<file path="config.mk">
export PLATFORM = sky130hd
export DESIGN_NAME = hwd_cmd_top
export DESIGN_NICKNAME = d
export VERILOG_FILES = /design/src/design/hwd_pkg.sv /design/src/design/hwd_cmd_top.sv /design/src/design/hwd_wdog_timer.sv
export SDC_FILE = /design/constraint.sdc
export NUM_CORES = 1
export LEC_CHECK = 0
export ABC_AREA = 1
export BUFFER_PORTS_ARGS = -buffer_cell sky130_fd_sc_hd__buf_2
export CAP_MARGIN = 20
export CORE_AREA = 2 2 277 279
export DETAILED_ROUTE_END_ITERATION = 8
export DIE_AREA = 0 0 279 281
export PLACE_DENSITY_LB_ADDON = 0.05
export SYNTH_ARGS = -nofsm -noshare
export SYNTH_HDL_FRONTEND = slang
export SYNTH_SLANG_ARGS = --single-unit
</file>
<file path="constraint.sdc">
create_clock -name clk -period 14 [get_ports clk]
set_input_delay 2.1 -clock clk [delete_from_list [all_inputs] [get_ports clk]]
set_output_delay 2.1 -clock clk [all_outputs]
set_load 0.05 [all_outputs]
</file>
<file path="src/design/hwd_pkg.sv">
// Constants, types and ASCII helpers shared by the host watchdog command block.
// Assumes byte-wide character streams from a UART on the same 100 MHz clock.
`default_nettype none

package hwd_pkg;

  // ***************************************
  // Timing
  // ***************************************
  localparam int CLK_PERIOD_NS = 10;
  localparam int TICK_TIME_NS = 100_000_000;
  localparam int TICK_CYCLES = TICK_TIME_NS / CLK_PERIOD_NS;

  // ***************************************
  // Sizes
  // ***************************************
  localparam int BUF_LEN = 12;
  localparam int NUM_OUT = 5;

  // ***************************************
  // APB map, fields and reset values
  // ***************************************
  localparam logic [7:0] OFF_CTRL = 8'h00;
  localparam logic [7:0] OFF_WDCFG = 8'h04;
  localparam logic [7:0] OFF_STATUS = 8'h08;
  localparam logic [7:0] OFF_SAFE = 8'h0C;
  localparam logic [7:0] OFF_IRQ_STAT = 8'h10;
  localparam logic [7:0] OFF_IRQ_CLR = 8'h14;
  localparam logic [7:0] OFF_IRQ_EN = 8'h18;
  localparam int CTRL_CHK_BIT = 0;
  localparam int CTRL_ADDR_LSB = 8;
  localparam int WDCFG_EN_BIT = 0;
  localparam int WDCFG_TT_LSB = 8;
  localparam int STAT_OUT_LSB = 8;
  localparam int STS_TIMEOUT_BIT = 2;
  localparam int STS_EN_BIT = 7;
  localparam int IRQ_TIMEOUT = 0;
  localparam int IRQ_OUTSET = 1;
  localparam int IRQ_REJECT = 2;
  localparam int IRQ_KICK = 3;
  localparam int IRQ_W = 4;
  localparam logic RST_CHK = 1'b0;
  localparam logic [7:0] RST_ADDR = 8'h01;
  localparam logic RST_WDEN = 1'b0;
  localparam logic [7:0] RST_TT = 8'h00;
  localparam logic [4:0] RST_OUT = 5'h00;
  localparam logic [4:0] RST_SAFE = 5'h00;

  // ***************************************
  // Characters
  // ***************************************
  localparam logic [7:0] CH_HASH = 8'h23;
  localparam logic [7:0] CH_TILDE = 8'h7E;
  localparam logic [7:0] CH_STAR = 8'h2A;
  localparam logic [7:0] CH_CR = 8'h0D;
  localparam logic [7:0] CH_LF = 8'h0A;
  localparam logic [7:0] CH_GT = 8'h3E;
  localparam logic [7:0] CH_QM = 8'h3F;
  localparam logic [7:0] CH_EXCL = 8'h21;
  localparam logic [7:0] CH_0 = 8'h30;
  localparam logic [7:0] CH_1 = 8'h31;
  localparam logic [7:0] CH_3 = 8'h33;
  localparam logic [7:0] CH_4 = 8'h34;
  localparam logic [7:0] CH_A = 8'h41;
  localparam logic [7:0] CH_LA = 8'h61;

  typedef enum logic [2:0] {ST_RX, ST_BODY, ST_CHK_HI, ST_CHK_LO, ST_END} hwd_state_t;

  typedef struct packed {
    hwd_state_t st;
    logic [BUF_LEN-1:0][7:0] rxBuf;
    logic [3:0] rxLen;
    logic rxOvf;
    logic [5:0][7:0] txBuf;
    logic [2:0] txLen;
    logic [2:0] txIdx;
    logic [7:0] txSum;
    logic [7:0] txData;
    logic chkEn;
    logic [7:0] moduleAddressField;
    logic wdEn;
    logic [7:0] timeoutValueField;
    logic timeoutFlag;
    logic [NUM_OUT-1:0] outputValueField;
    logic [NUM_OUT-1:0] safeVal;
    logic [IRQ_W-1:0] irqStat;
    logic [IRQ_W-1:0] irqEn;
    logic [31:0] prdata;
  } hwd_core_t;

  // Returns {valid, nibble}; both letter cases accepted
  function automatic logic [4:0] hex_val(logic [7:0] c);
    logic [4:0] v;
    v = 5'h00;
    if (c >= CH_0 && c <= 8'h39) v = {1'b1, 4'(c - CH_0)};
    else if (c >= CH_A && c <= 8'h46) v = {1'b1, 4'(c - CH_A + 8'h0A)};
    else if (c >= CH_LA && c <= 8'h66) v = {1'b1, 4'(c - CH_LA + 8'h0A)};
    return v;
  endfunction

  function automatic logic [7:0] hex_char(logic [3:0] n);
    return (n < 4'hA) ? 8'(CH_0 + 8'(n)) : 8'(CH_A + 8'(n) - 8'h0A);
  endfunction

endpackage

`default_nettype wire

</file>
<file path="src/design/hwd_cmd_top.sv">
// Command handler for output set, keep-alive and host watchdog commands.
// Assumes a UART delivering and taking ASCII bytes on clk, and an APB master.
//
// Chosen here: the APB register port and the register addresses.
`default_nettype none

module hwd_cmd_top #(
  parameter int TICK_CYCLES = hwd_pkg::TICK_CYCLES
) (
  input wire logic clk,
  input wire logic reset_n,
  input wire logic [7:0] paddr,
  input wire logic psel,
  input wire logic penable,
  input wire logic pwrite,
  input wire logic [31:0] pwdata,
  output logic [31:0] prdata,
  output logic pready,
  output logic pslverr,
  input wire logic [7:0] rxData,
  input wire logic rxValid,
  output logic rxReady,
  output logic [7:0] txData,
  output logic txValid,
  input wire logic txReady,
  output logic [hwd_pkg::NUM_OUT-1:0] outputState,
  output logic irq
);

  hwd_pkg::hwd_core_t r, n;

  logic expired;
  logic kick, clrFlag, setOut, setVal, cfgWr, cfgEn, rejected, doReply, mapped;
  logic [2:0] setCh, repLen;
  logic [7:0] cfgTt, statusByte;
  logic [5:0][7:0] rep;

  assign statusByte = {r.wdEn, 4'h0, r.timeoutFlag, 2'b00};

  // ***************************************
  // Frame evaluation
  // ***************************************
  always_comb begin
    logic [3:0] bodyLen;
    logic [7:0] sum;
    logic [4:0] a1, a2, c1, c2, t1, t2;
    logic good, addrOk;
    bodyLen = r.rxLen - (r.chkEn ? 4'd2 : 4'd0);
    sum = 8'h00;
    for (int i = 0; i < hwd_pkg::BUF_LEN; i++) begin
      if (4'(i) < bodyLen) sum = sum + r.rxBuf[i];
    end
    c1 = hwd_pkg::hex_val(r.rxBuf[bodyLen]);
    c2 = hwd_pkg::hex_val(r.rxBuf[4'(bodyLen + 4'd1)]);
    a1 = hwd_pkg::hex_val(r.rxBuf[1]);
    a2 = hwd_pkg::hex_val(r.rxBuf[2]);
    t1 = hwd_pkg::hex_val(r.rxBuf[5]);
    t2 = hwd_pkg::hex_val(r.rxBuf[6]);
    addrOk = a1[4] && a2[4] && {a1[3:0], a2[3:0]} == r.moduleAddressField;
    // A bad checksum counts as a corrupted frame and is dropped
    good = !r.rxOvf && r.rxLen >= (r.chkEn ? 4'd5 : 4'd3) &&
           (!r.chkEn || (c1[4] && c2[4] && {c1[3:0], c2[3:0]} == sum));
    kick = 1'b0;
    clrFlag = 1'b0;
    setOut = 1'b0;
    setCh = 3'd0;
    setVal = 1'b0;
    cfgWr = 1'b0;
    cfgEn = 1'b0;
    cfgTt = 8'h00;
    rejected = 1'b0;
    doReply = 1'b0;
    rep = '0;
    repLen = 3'd0;
    // Only the end character commits a frame; a prefix of a longer frame must not act
    if (good && r.st == hwd_pkg::ST_RX && rxValid && rxData == hwd_pkg::CH_CR) begin
      if (r.rxBuf[0] == hwd_pkg::CH_TILDE && r.rxBuf[1] == hwd_pkg::CH_STAR &&
          r.rxBuf[2] == hwd_pkg::CH_STAR && bodyLen == 4'd3) begin
        kick = 1'b1;
      end else if (addrOk && r.rxBuf[0] == hwd_pkg::CH_HASH && bodyLen == 4'd7) begin
        doReply = 1'b1;
        repLen = 3'd1;
        if (r.timeoutFlag) begin
          rep[0] = hwd_pkg::CH_EXCL;
        end else if ((r.rxBuf[3] == hwd_pkg::CH_1 || r.rxBuf[3] == hwd_pkg::CH_A) &&
                     r.rxBuf[4] >= hwd_pkg::CH_0 && r.rxBuf[4] <= hwd_pkg::CH_4 &&
                     r.rxBuf[5] == hwd_pkg::CH_0 &&
                     (r.rxBuf[6] == hwd_pkg::CH_0 || r.rxBuf[6] == hwd_pkg::CH_1)) begin
          setOut = 1'b1;
          setCh = 3'(r.rxBuf[4] - hwd_pkg::CH_0);
          setVal = r.rxBuf[6][0];
          rep[0] = hwd_pkg::CH_GT;
        end else begin
          rep[0] = hwd_pkg::CH_QM;
          rejected = 1'b1;
        end
      end else if (addrOk && r.rxBuf[0] == hwd_pkg::CH_TILDE &&
                   (bodyLen == 4'd4 || (bodyLen == 4'd7 && r.rxBuf[3] == hwd_pkg::CH_3))) begin
        doReply = 1'b1;
        rep[0] = hwd_pkg::CH_EXCL;
        rep[1] = r.rxBuf[1];
        rep[2] = r.rxBuf[2];
        repLen = 3'd3;
        if (bodyLen == 4'd7) begin
          if ((r.rxBuf[4] == hwd_pkg::CH_0 || r.rxBuf[4] == hwd_pkg::CH_1) &&
              t1[4] && t2[4]) begin
            cfgWr = 1'b1;
            cfgEn = r.rxBuf[4][0];
            cfgTt = {t1[3:0], t2[3:0]};
            rep[3] = r.rxBuf[4];
            rep[4] = hwd_pkg::hex_char(t1[3:0]);
            rep[5] = hwd_pkg::hex_char(t2[3:0]);
            repLen = 3'd6;
          end else begin
            rep[0] = hwd_pkg::CH_QM;
            rejected = 1'b1;
          end
        end else begin
          case (r.rxBuf[3])
            hwd_pkg::CH_0: begin
              rep[3] = hwd_pkg::hex_char(statusByte[7:4]);
              rep[4] = hwd_pkg::hex_char(statusByte[3:0]);
              repLen = 3'd5;
            end
            hwd_pkg::CH_1: begin
              clrFlag = 1'b1;
            end
            8'h32: begin
              rep[3] = r.wdEn ? hwd_pkg::CH_1 : hwd_pkg::CH_0;
              rep[4] = hwd_pkg::hex_char(r.timeoutValueField[7:4]);
              rep[5] = hwd_pkg::hex_char(r.timeoutValueField[3:0]);
              repLen = 3'd6;
            end
            default: begin
              rep[0] = hwd_pkg::CH_QM;
              rejected = 1'b1;
            end
          endcase
        end
      end
    end
  end

  hwd_wdog_timer #(
    .TICK_CYCLES(TICK_CYCLES)
  ) u_timer (
    .clk(clk),
    .reset_n(reset_n),
    // Timer sees the values that stand after this edge, so a frame's new timeout loads at once; an APB one, while enabled, at the next reload
    .enable(n.wdEn),
    .reload(kick || clrFlag || cfgWr || !r.wdEn),
    .timeoutValue(n.timeoutValueField),
    .expired(expired)
  );

  // ***************************************
  // APB decode
  // ***************************************
  always_comb begin
    if (paddr == hwd_pkg::OFF_CTRL) mapped = 1'b1;
    else if (paddr == hwd_pkg::OFF_WDCFG) mapped = 1'b1;
    else if (paddr == hwd_pkg::OFF_STATUS) mapped = 1'b1;
    else if (paddr == hwd_pkg::OFF_SAFE) mapped = 1'b1;
    else if (paddr == hwd_pkg::OFF_IRQ_STAT) mapped = 1'b1;
    else if (paddr == hwd_pkg::OFF_IRQ_CLR) mapped = 1'b1;
    else if (paddr == hwd_pkg::OFF_IRQ_EN) mapped = 1'b1;
    else mapped = 1'b0;
  end

  // ***************************************
  // Next state
  // ***************************************
  always_comb begin
    logic [7:0] sumNew;
    logic wrAcc;
    n = r;
    sumNew = r.txSum + r.txData;
    wrAcc = psel && penable && pwrite;
    // Read data is captured in setup so that it comes from a flop in access
    if (psel && !penable) begin
      if (paddr == hwd_pkg::OFF_CTRL) begin
        n.prdata = '0;
        n.prdata[hwd_pkg::CTRL_CHK_BIT] = r.chkEn;
        n.prdata[hwd_pkg::CTRL_ADDR_LSB +: 8] = r.moduleAddressField;
      end else if (paddr == hwd_pkg::OFF_WDCFG) begin
        n.prdata = '0;
        n.prdata[hwd_pkg::WDCFG_EN_BIT] = r.wdEn;
        n.prdata[hwd_pkg::WDCFG_TT_LSB +: 8] = r.timeoutValueField;
      end else if (paddr == hwd_pkg::OFF_STATUS) begin
        n.prdata = {19'h0, r.outputValueField, statusByte};
      end else if (paddr == hwd_pkg::OFF_SAFE) begin
        n.prdata = {27'h0, r.safeVal};
      end else if (paddr == hwd_pkg::OFF_IRQ_STAT) begin
        n.prdata = {28'h0, r.irqStat};
      end else if (paddr == hwd_pkg::OFF_IRQ_EN) begin
        n.prdata = {28'h0, r.irqEn};
      end else begin
        n.prdata = '0;
      end
    end
    if (wrAcc) begin
      if (paddr == hwd_pkg::OFF_CTRL) begin
        n.chkEn = pwdata[hwd_pkg::CTRL_CHK_BIT];
        n.moduleAddressField = pwdata[hwd_pkg::CTRL_ADDR_LSB +: 8];
      end else if (paddr == hwd_pkg::OFF_WDCFG) begin
        n.wdEn = pwdata[hwd_pkg::WDCFG_EN_BIT];
        n.timeoutValueField = pwdata[hwd_pkg::WDCFG_TT_LSB +: 8];
      end else if (paddr == hwd_pkg::OFF_SAFE) begin
        n.safeVal = pwdata[4:0];
      end else if (paddr == hwd_pkg::OFF_IRQ_CLR) begin
        n.irqStat = r.irqStat & ~pwdata[3:0];
      end else if (paddr == hwd_pkg::OFF_IRQ_EN) begin
        n.irqEn = pwdata[3:0];
      end
    end

    // Command effects follow the bus so a frame wins a same-cycle write
    if (cfgWr) begin
      n.wdEn = cfgEn;
      n.timeoutValueField = cfgTt;
    end
    if (setOut) n.outputValueField[setCh] = setVal;
    if (clrFlag) n.timeoutFlag = 1'b0;
    if (expired) begin
      n.timeoutFlag = 1'b1;
      n.outputValueField = r.safeVal;
    end
    // Events set after the clear so a same-cycle event is kept
    if (expired) n.irqStat[hwd_pkg::IRQ_TIMEOUT] = 1'b1;
    if (setOut) n.irqStat[hwd_pkg::IRQ_OUTSET] = 1'b1;
    if (rejected) n.irqStat[hwd_pkg::IRQ_REJECT] = 1'b1;
    if (kick) n.irqStat[hwd_pkg::IRQ_KICK] = 1'b1;

    // ***************************************
    // Receive and reply sequencer
    // ***************************************
    case (r.st)
      hwd_pkg::ST_RX: begin
        if (rxValid) begin
          if (rxData == hwd_pkg::CH_CR) begin
            n.rxLen = 4'd0;
            n.rxOvf = 1'b0;
            if (doReply) begin
              n.txBuf = rep;
              n.txLen = repLen;
              n.txIdx = 3'd1;
              n.txSum = 8'h00;
              n.txData = rep[0];
              n.st = hwd_pkg::ST_BODY;
            end
          end else if (rxData != hwd_pkg::CH_LF) begin
            // Overlong frames are marked and later dropped silently
            if (r.rxLen == 4'(hwd_pkg::BUF_LEN)) begin
              n.rxOvf = 1'b1;
            end else begin
              n.rxBuf[r.rxLen] = rxData;
              n.rxLen = r.rxLen + 4'd1;
            end
          end
        end
      end
      hwd_pkg::ST_BODY: begin
        if (txReady) begin
          n.txSum = sumNew;
          if (r.txIdx == r.txLen) begin
            n.st = r.chkEn ? hwd_pkg::ST_CHK_HI : hwd_pkg::ST_END;
            n.txData = r.chkEn ? hwd_pkg::hex_char(sumNew[7:4]) : hwd_pkg::CH_CR;
          end else begin
            n.txData = r.txBuf[r.txIdx];
            n.txIdx = r.txIdx + 3'd1;
          end
        end
      end
      hwd_pkg::ST_CHK_HI: begin
        if (txReady) begin
          n.txData = hwd_pkg::hex_char(r.txSum[3:0]);
          n.st = hwd_pkg::ST_CHK_LO;
        end
      end
      hwd_pkg::ST_CHK_LO: begin
        if (txReady) begin
          n.txData = hwd_pkg::CH_CR;
          n.st = hwd_pkg::ST_END;
        end
      end
      hwd_pkg::ST_END: begin
        if (txReady) n.st = hwd_pkg::ST_RX;
      end
      default: n.st = hwd_pkg::ST_RX;
    endcase
  end

  always_ff @(posedge clk or negedge reset_n) begin
    if (!reset_n) begin
      r <= '0;
      r.chkEn <= hwd_pkg::RST_CHK;
      r.moduleAddressField <= hwd_pkg::RST_ADDR;
      r.wdEn <= hwd_pkg::RST_WDEN;
      r.timeoutValueField <= hwd_pkg::RST_TT;
      r.outputValueField <= hwd_pkg::RST_OUT;
      r.safeVal <= hwd_pkg::RST_SAFE;
    end else begin
      r <= n;
    end
  end

  // ***************************************
  // Outputs
  // ***************************************
  assign prdata = r.prdata;
  assign pready = 1'b1;
  assign pslverr = psel && penable && !mapped;
  assign rxReady = (r.st == hwd_pkg::ST_RX);
  assign txValid = (r.st != hwd_pkg::ST_RX);
  assign txData = r.txData;
  assign outputState = r.outputValueField;
  assign irq = |(r.irqStat & r.irqEn);

endmodule

`default_nettype wire

</file>
<file path="src/design/hwd_wdog_timer.sv">
// Host watchdog down-counter in 0.1 s steps.
// Assumes reload is a one-cycle pulse on the same clock.
`default_nettype none

module hwd_wdog_timer #(
  parameter int TICK_CYCLES = hwd_pkg::TICK_CYCLES
) (
  input wire logic clk,
  input wire logic reset_n,
  input wire logic enable,
  input wire logic reload,
  input wire logic [7:0] timeoutValue,
  output logic expired
);

  typedef struct packed {
    logic [31:0] pre;
    logic [7:0] count;
    logic fired;
    logic expired;
  } hwd_tmr_t;

  hwd_tmr_t r, n;

  always_comb begin
    n = r;
    n.expired = 1'b0;
    if (!enable || reload) begin
      n.pre = '0;
      n.count = timeoutValue;
      n.fired = 1'b0;
    end else if (r.count == 8'h00) begin
      // One pulse per expiry; the next needs a reload
      n.expired = !r.fired;
      n.fired = 1'b1;
    end else if (r.pre == 32'(TICK_CYCLES - 1)) begin
      n.pre = '0;
      n.count = r.count - 8'h01;
    end else begin
      n.pre = r.pre + 32'h0000_0001;
    end
  end

  always_ff @(posedge clk or negedge reset_n) begin
    if (!reset_n) begin
      r <= '0;
    end else begin
      r <= n;
    end
  end

  assign expired = r.expired;

endmodule

`default_nettype wire

</file>
======== Word-level counts from Yosys, hierarchy flattened ========
Index checks and enable logic that the tools add are counted.
cells by class
  add/sub/neg operators ................... 73
  $mul .................................... 0
  divide/modulo/power cells ............... 0
  $lt $le $gt $ge ......................... 66
  equality and inequality tests ........... 57
  shift operators ......................... 0
  muxes and demuxes ....................... 190
  bitwise logic cells ..................... 9
  reduce and logical (&&, ||, !) cells .... 101
operators with widths
  cell                                                                   count
  8-bit two-way mux                                                      42
  174-bit two-way mux                                                    1
  48-bit two-way mux                                                     3
  70-bit two-way mux                                                     2
  5-bit two-way mux                                                      24
  101-bit two-way mux                                                    1
  100-bit two-way mux                                                    1
  8-bit adder                                                            12
  96-bit bitwise mux                                                     1
  8-bit by 6-bit == test with 1-bit output, second input constant        12
  8-bit by 7-bit >= comparator with 1-bit output, second input constant  12
  8-bit by 7-bit <= comparator with 1-bit output, second input constant  12
  96-bit two-way mux                                                     1
  40-bit two-way mux                                                     2
  4-bit by 1-bit subtractor with 4-bit output, second input constant     18
  8-bit binary-select mux with 4-bit select                              2
  8-bit by 4-bit subtractor with 8-bit output, second input constant     8
  3-bit two-way mux                                                      21
  1-bit two-way mux                                                      60
  7-bit by 4-bit adder with 8-bit output, first input constant           7
  8-bit by 6-bit >= comparator with 1-bit output, second input constant  7
  8-bit by 6-bit <= comparator with 1-bit output, second input constant  7
  6-bit by 4-bit adder with 7-bit output, first input constant           7
  4-bit adder, second input constant                                     12
  other kinds (72)                                                       221
storage, ports and cells
  bits in registers ....................... 285
  bits in latches ......................... 0
  RAM bits ................................ 0
  memory bits (read-only) ................. 0
  bits of input ports ..................... 55
  output and inout bits ................... 50
  memories kept ........................... 0

======== Longest topological paths before layout ========
  depth after elaboration ................. 41
  gate-level depth with buffers ........... 105
  gate-level depth less buffers ........... 103

======== By module ========
A second synthesis with hierarchy kept.
second synthesis, totals
  cell total of the unflattened synthesis .. 3332
  area, all modules ....................... 22406.5 um^2
by module, submodules not included
  module          instances  cells each  area each (um^2)  seq. area each (um^2)
  hwd_cmd_top     1          2870        19399.9           5456.5
  hwd_wdog_timer  1          462         3006.6            1051.0

======== Least setup slack after synthesis ========
No wires, ideal clock.
  kind .................................... register to register
  start point ............................. register r[142] (netlist name)
  end point ............................... register u_timer.r[20] (netlist name)
  setup time .............................. 0.118 ns
  arrival time ............................ 13.289 ns
  required time ........................... 13.882 ns
  slack ................................... 0.593 ns
  cell stages (with the launch flop) ...... 95
  path through ............................ dfrtp_1 -> clkbuf_1 -> clkinv_1 -> ha_1 -> buf_6 -> inv_4 -> nor2_4 -> nand2_2 -> nand2_1 -> inv_1 -> ha_1 -> fa_1 -> nand2_1 -> nand2_1 -> fa_1 -> xor2_1 -> or2_2 -> nand2_1 -> [59 not listed] -> nand2_1 -> nand2_1 -> a21oi_1 -> nand2_1 -> nor2_1 -> nand2_1 -> nor2_1 -> nand3_2 -> nand2_4 -> nand3_2 -> buf_4 -> nand2_2 -> nand2_4 -> nand2_8 -> inv_2 -> buf_2 -> nand3_1 -> nand2_1
between the ends
  longest elaborated chain between the ends .. 38
RTL lines
  what                                                                                      RTL line              RTL
  start: declaration                                                                        hwd_cmd_top.sv:30     hwd_pkg::hwd_core_t r, n;
  start signal: assignment                                                                  hwd_cmd_top.sv:303    r <= n;
  4-bit by 2-bit subtractor with 4-bit output                                               hwd_cmd_top.sv:48     bodyLen = r.rxLen - (r.chkEn ? 4'd2 : 4'd0);
  1-bit by 4-bit less-than comparator with 1-bit output                                     hwd_cmd_top.sv:51     if (4'(i) < bodyLen) sum = sum + r.rxBuf[i];
  8-bit two-way mux                                                                         hwd_cmd_top.sv:51
  8-bit adder                                                                               hwd_cmd_top.sv:51
  8-bit two-way mux                                                                         hwd_cmd_top.sv:51
  8-bit adder                                                                               hwd_cmd_top.sv:51
  8-bit two-way mux                                                                         hwd_cmd_top.sv:51
  8-bit adder                                                                               hwd_cmd_top.sv:51
  [18 not listed]                                                                           -
  1-bit logical AND                                                                         hwd_cmd_top.sv:62     (!r.chkEn || (c1[4] && c2[4] && {c1[3:0], c2[3:0]} == sum));
  1-bit logical OR                                                                          hwd_cmd_top.sv:62
  1-bit logical AND                                                                         hwd_cmd_top.sv:61     good = !r.rxOvf && r.rxLen >= (r.chkEn ? 4'd5 : 4'd3) &&
  1-bit logical AND (3 in a row)                                                            hwd_cmd_top.sv:76     if (good && r.st == hwd_pkg::ST_RX && rxValid && rxData == hwd_pkg::CH_CR) begin
  1-bit two-way mux                                                                         hwd_cmd_top.sv:76
  1-bit logical OR (3 in a row)                                                             hwd_cmd_top.sv:151    .reload(kick || clrFlag || cfgWr || !r.wdEn),
  1-bit logical OR (*)                                                                      hwd_wdog_timer.sv:28  if (!enable || reload) begin
  2-bit by 1-bit != test with 1-bit output (no line) or 41-bit two-way mux (tied branches)  -
  end signal: assignment                                                                    hwd_wdog_timer.sv:48  r <= n;
  end: declaration                                                                          hwd_wdog_timer.sv:23  hwd_tmr_t r, n;
Mark *: on every way between the ends. The rest lies on a longest branch, timed or not. The select of a mux whose other input is x is not followed.
A chain may end at the register's enable or synchronous reset.

======== Final worst setup path ========
  start point ............................. register r[141] (netlist name)
  end point ............................... register r[112] (netlist name)
between the ends
  longest elaborated chain between the ends .. 34
RTL lines
  what                                                   RTL line
  4-bit by 2-bit subtractor with 4-bit output            hwd_cmd_top.sv:48
  1-bit by 4-bit less-than comparator with 1-bit output  hwd_cmd_top.sv:51
  8-bit two-way mux                                      hwd_cmd_top.sv:51
  8-bit adder                                            hwd_cmd_top.sv:51
  8-bit two-way mux                                      hwd_cmd_top.sv:51
  8-bit adder                                            hwd_cmd_top.sv:51
  8-bit two-way mux                                      hwd_cmd_top.sv:51
  8-bit adder                                            hwd_cmd_top.sv:51
  [16 not listed]                                        -
  8-bit two-way mux                                      hwd_cmd_top.sv:51
  8-bit == test                                          hwd_cmd_top.sv:62
  1-bit logical AND                                      hwd_cmd_top.sv:62
  1-bit logical OR                                       hwd_cmd_top.sv:62
  1-bit logical AND                                      hwd_cmd_top.sv:61
  1-bit logical AND (3 in a row)                         hwd_cmd_top.sv:76
  1-bit two-way mux                                      hwd_cmd_top.sv:76
  4-bit AND reduction (no line)                          -
Parallel ways exist; a longest one is shown, timed or not. The select of a mux whose other input is x is not followed.

==> impl_metrics.toml <==
[layout]
area.growth.synth_to_final_pct = 23.2
drive_gt1_share_pct = 18.2
fin_cells = 4603
final_common_cell = "nand2_1"
nNetsFinal = 3803
design_area_sq_um = 27600
layout_common_cells = "793 x nand2_1, 413 x inv_1, 322 x o21ai_0, 283 x nand3_1, 276 x buf_4"

[route]
dr.pass1.iters = 6
drcViolationCount = 0
wl_per_cell_um = 19.8
vias = 23300
wl_mm = 91.2
vias_per_cell = 5.06
drtAntennaViolNets = 0
drt-initial-drc-count = 1768

[setup_path]
path_common_cell = "nand2_1"
crit_path_end_kind = "flop"
cpPeakStageDelay_ps = 480
critical-path-slowest-cell = "fa_2"
cp.arrival_ps = 13650
required_ps = 14480
start_kind = "flop"
r2r_setup_slack_ps = 820
critPathMaxFanout = 6
path_class = "reg -> reg"

[sta]
hold_viol_final = 0
period_minus_slack_ps = 13180
fmax_ghz = 0.0759
finalSetupViolCount = 0
fin_skew_ps = 31.9
post-route-period-util_pct = 94.1
slew_headroom_pct = 23.7
report.final.slew_viol_count = 0
worstMarginPinSlew_ps = 1140

[synthesis]
yosysSeqAreaShare_pct = 29.0
async_flop_share_pct = 100
synth_seq_cells = 260
synthFlopType = "dfrtp_1"
syn_area_sq_um = 22400
synth_cells = 3342
yosysWarnings = 0
synth_edf_count = 0
yosysUniqueCellTypes = 68
syn_area_per_cell_sq_um = 6.71

[clock_tree]
ctsRootBufferMaster = "clkbuf_16"
cts.clk_slew.worst_paths_ps = 50
clockBufferDepth = 3
cts_tree = "done"
worstSkewPairLatency_ps = 570
clock-sinks = 260
htreeDepth = 2
cts_hold_buf = 0
numCtsBuffers = 38

[die]
coreArea_sq_um = 75400
die_h_um = 281
start_util_pct = 29.7
rows = 101
die_w_um = 279
pin_count = 105
die-area_sq_um = 78400

[flow_run]
cap_violations = 0

[placement]
placed_cells = 4522
place_area_sq_um = 25300
port_buffers = 66
place_congestion = 0.896
hpwl_mm = 70.9

[grt]
grt_pass1_vias = 22500
grt_max_degree = 97
grt_overflow = 0
grt_pass1_wl_mm = 137
grt_use_total_pct = 22.9
antenna_found_initial = 2

[worst_hold_path]
min_path_type = "reg -> reg"

[status]
status = "finished, final reports clean"
==> area by class of cell <==
type	count	area [sq um]
inverters	450	1700
multi-input cells	2497	14400
diodes	1	2.50
clock buffers	50	1060
clock inverters	13	150
repair buffers	354	2610
well taps	978	1220
fillers	8172	47800
flip-flops and latches	260	6510
==> cell families (layout without fill, tap and decap cells) <==
kind of cell    after synthesis  count (layout)  share of synthesized area (%)
compound gates              682             682                           16.9
xor+xnor                     84              84                           3.28
fa+ha+maj                   147             147                           8.64
buf+inv                     602             867                           11.4
flops                       260             260                           29.0
mux                           1               1                         0.0502
other cells                   2              20                         0.0335
simple gates               1564            1564                           30.7
==> what timing repair did <==
action                                 4_1_cts  5_1_grt
endpoints found under the hold margin        0        0
buffers inserted                             3       14
setup endpoints to repair                  126      126
resized for setup                           54      140
pin swaps                                   11       69
==> Yosys cell counts (all sizes together), types with 2 or more instances <==
cell type  count  share of area, %
o21a           5              0.17
and2          10              0.28
or2           45               1.3
o21ai        354               8.0
o22ai         17              0.47
o211ai        14              0.47
nand3b         5              0.17
o221ai         3              0.12
o311ai         2             0.078
fa            13               1.2
buf           91               2.8
nor3          40              0.89
nor2         219               4.1
a221o          2             0.089
o21bai         5              0.17
a2111oi        2             0.078
nand4         58               1.6
nor3b          3              0.10
a32oi          7              0.31
a22oi          6              0.20
conb           2             0.034
inv          445               7.5
dfrtp        259                29
ha           134               7.5
nand3        298               6.7
a211oi         5              0.17
o31ai         11              0.37
xor2          63               2.5
o2111ai       13              0.51
a221oi         7              0.27
clkbuf        61               1.0
or3            3             0.084
a31oi         14              0.39
xnor2         21              0.82
nor4          38               1.1
a21o           6              0.20
or3b           2             0.078
a21oi        199               4.5
nand2        842                14
a21boi         6              0.23
a22o           2             0.078
clkinv         5             0.084
==> final timing paths <==
check,cells past startpoint,to,from
setup / recovery,97,r[112]$_DFFE_PN0P_,r[141]$_DFFE_PN0P_
hold reg to reg,1,u_timer.expired$_DFF_PN0_,u_timer.r[1]$_DFFE_PN0P_
setup reg to reg,97,r[112]$_DFFE_PN0P_,r[141]$_DFFE_PN0P_
max in group asynchronous,3,prdata[1]$_DFFE_PN0P_,reset_n
hold / removal,1,u_timer.expired$_DFF_PN0_,u_timer.r[1]$_DFFE_PN0P_
min in group asynchronous,1,u_timer.r[22]$_DFFE_PN0P_,reset_n
==> worst max-delay path: cells and delay by family, from the launching register on <==
family	cells	cell delay (ps)
compound gates	11	1440
fa+ha+maj	13	3560
xor+xnor	4	630
buf+inv	21	1870
flops	1	380
simple gates	48	5210
==> flip-flops by register name, summed over array words and instances, names as in the netlist <==
signal / flops
outputState: 5
r: 191
txData: 8
u_timer.r: 41
prdata: 14
u_timer.expired: 1
==> per-stage QoR <==
step	utilization [%]	worst slack (ps)	setup TNS [ps]	hold slack, ps
final	36.6	823	0	433
after global routing	36.6	-73.3	-2600	463
after CTS	35.5	5.53	0	432
after detailed placement	33.5	-755	-63260	426
after global placement	33.5	-798	-63210	418
after floorplan	-	593	0	402
==> metal layers <==
layer	GRT usage [%]	wire [um]	vias to the layer above
li1	-	-	11500
met1	30.7	41600	11100
met2	39.6	43900	554
met3	2.27	3750	107
met4	5.14	1990	0
met5	0	0	-
Power is not shown: default switching activity piles up to over one toggle a cycle in this logic, so the estimate is an artifact.
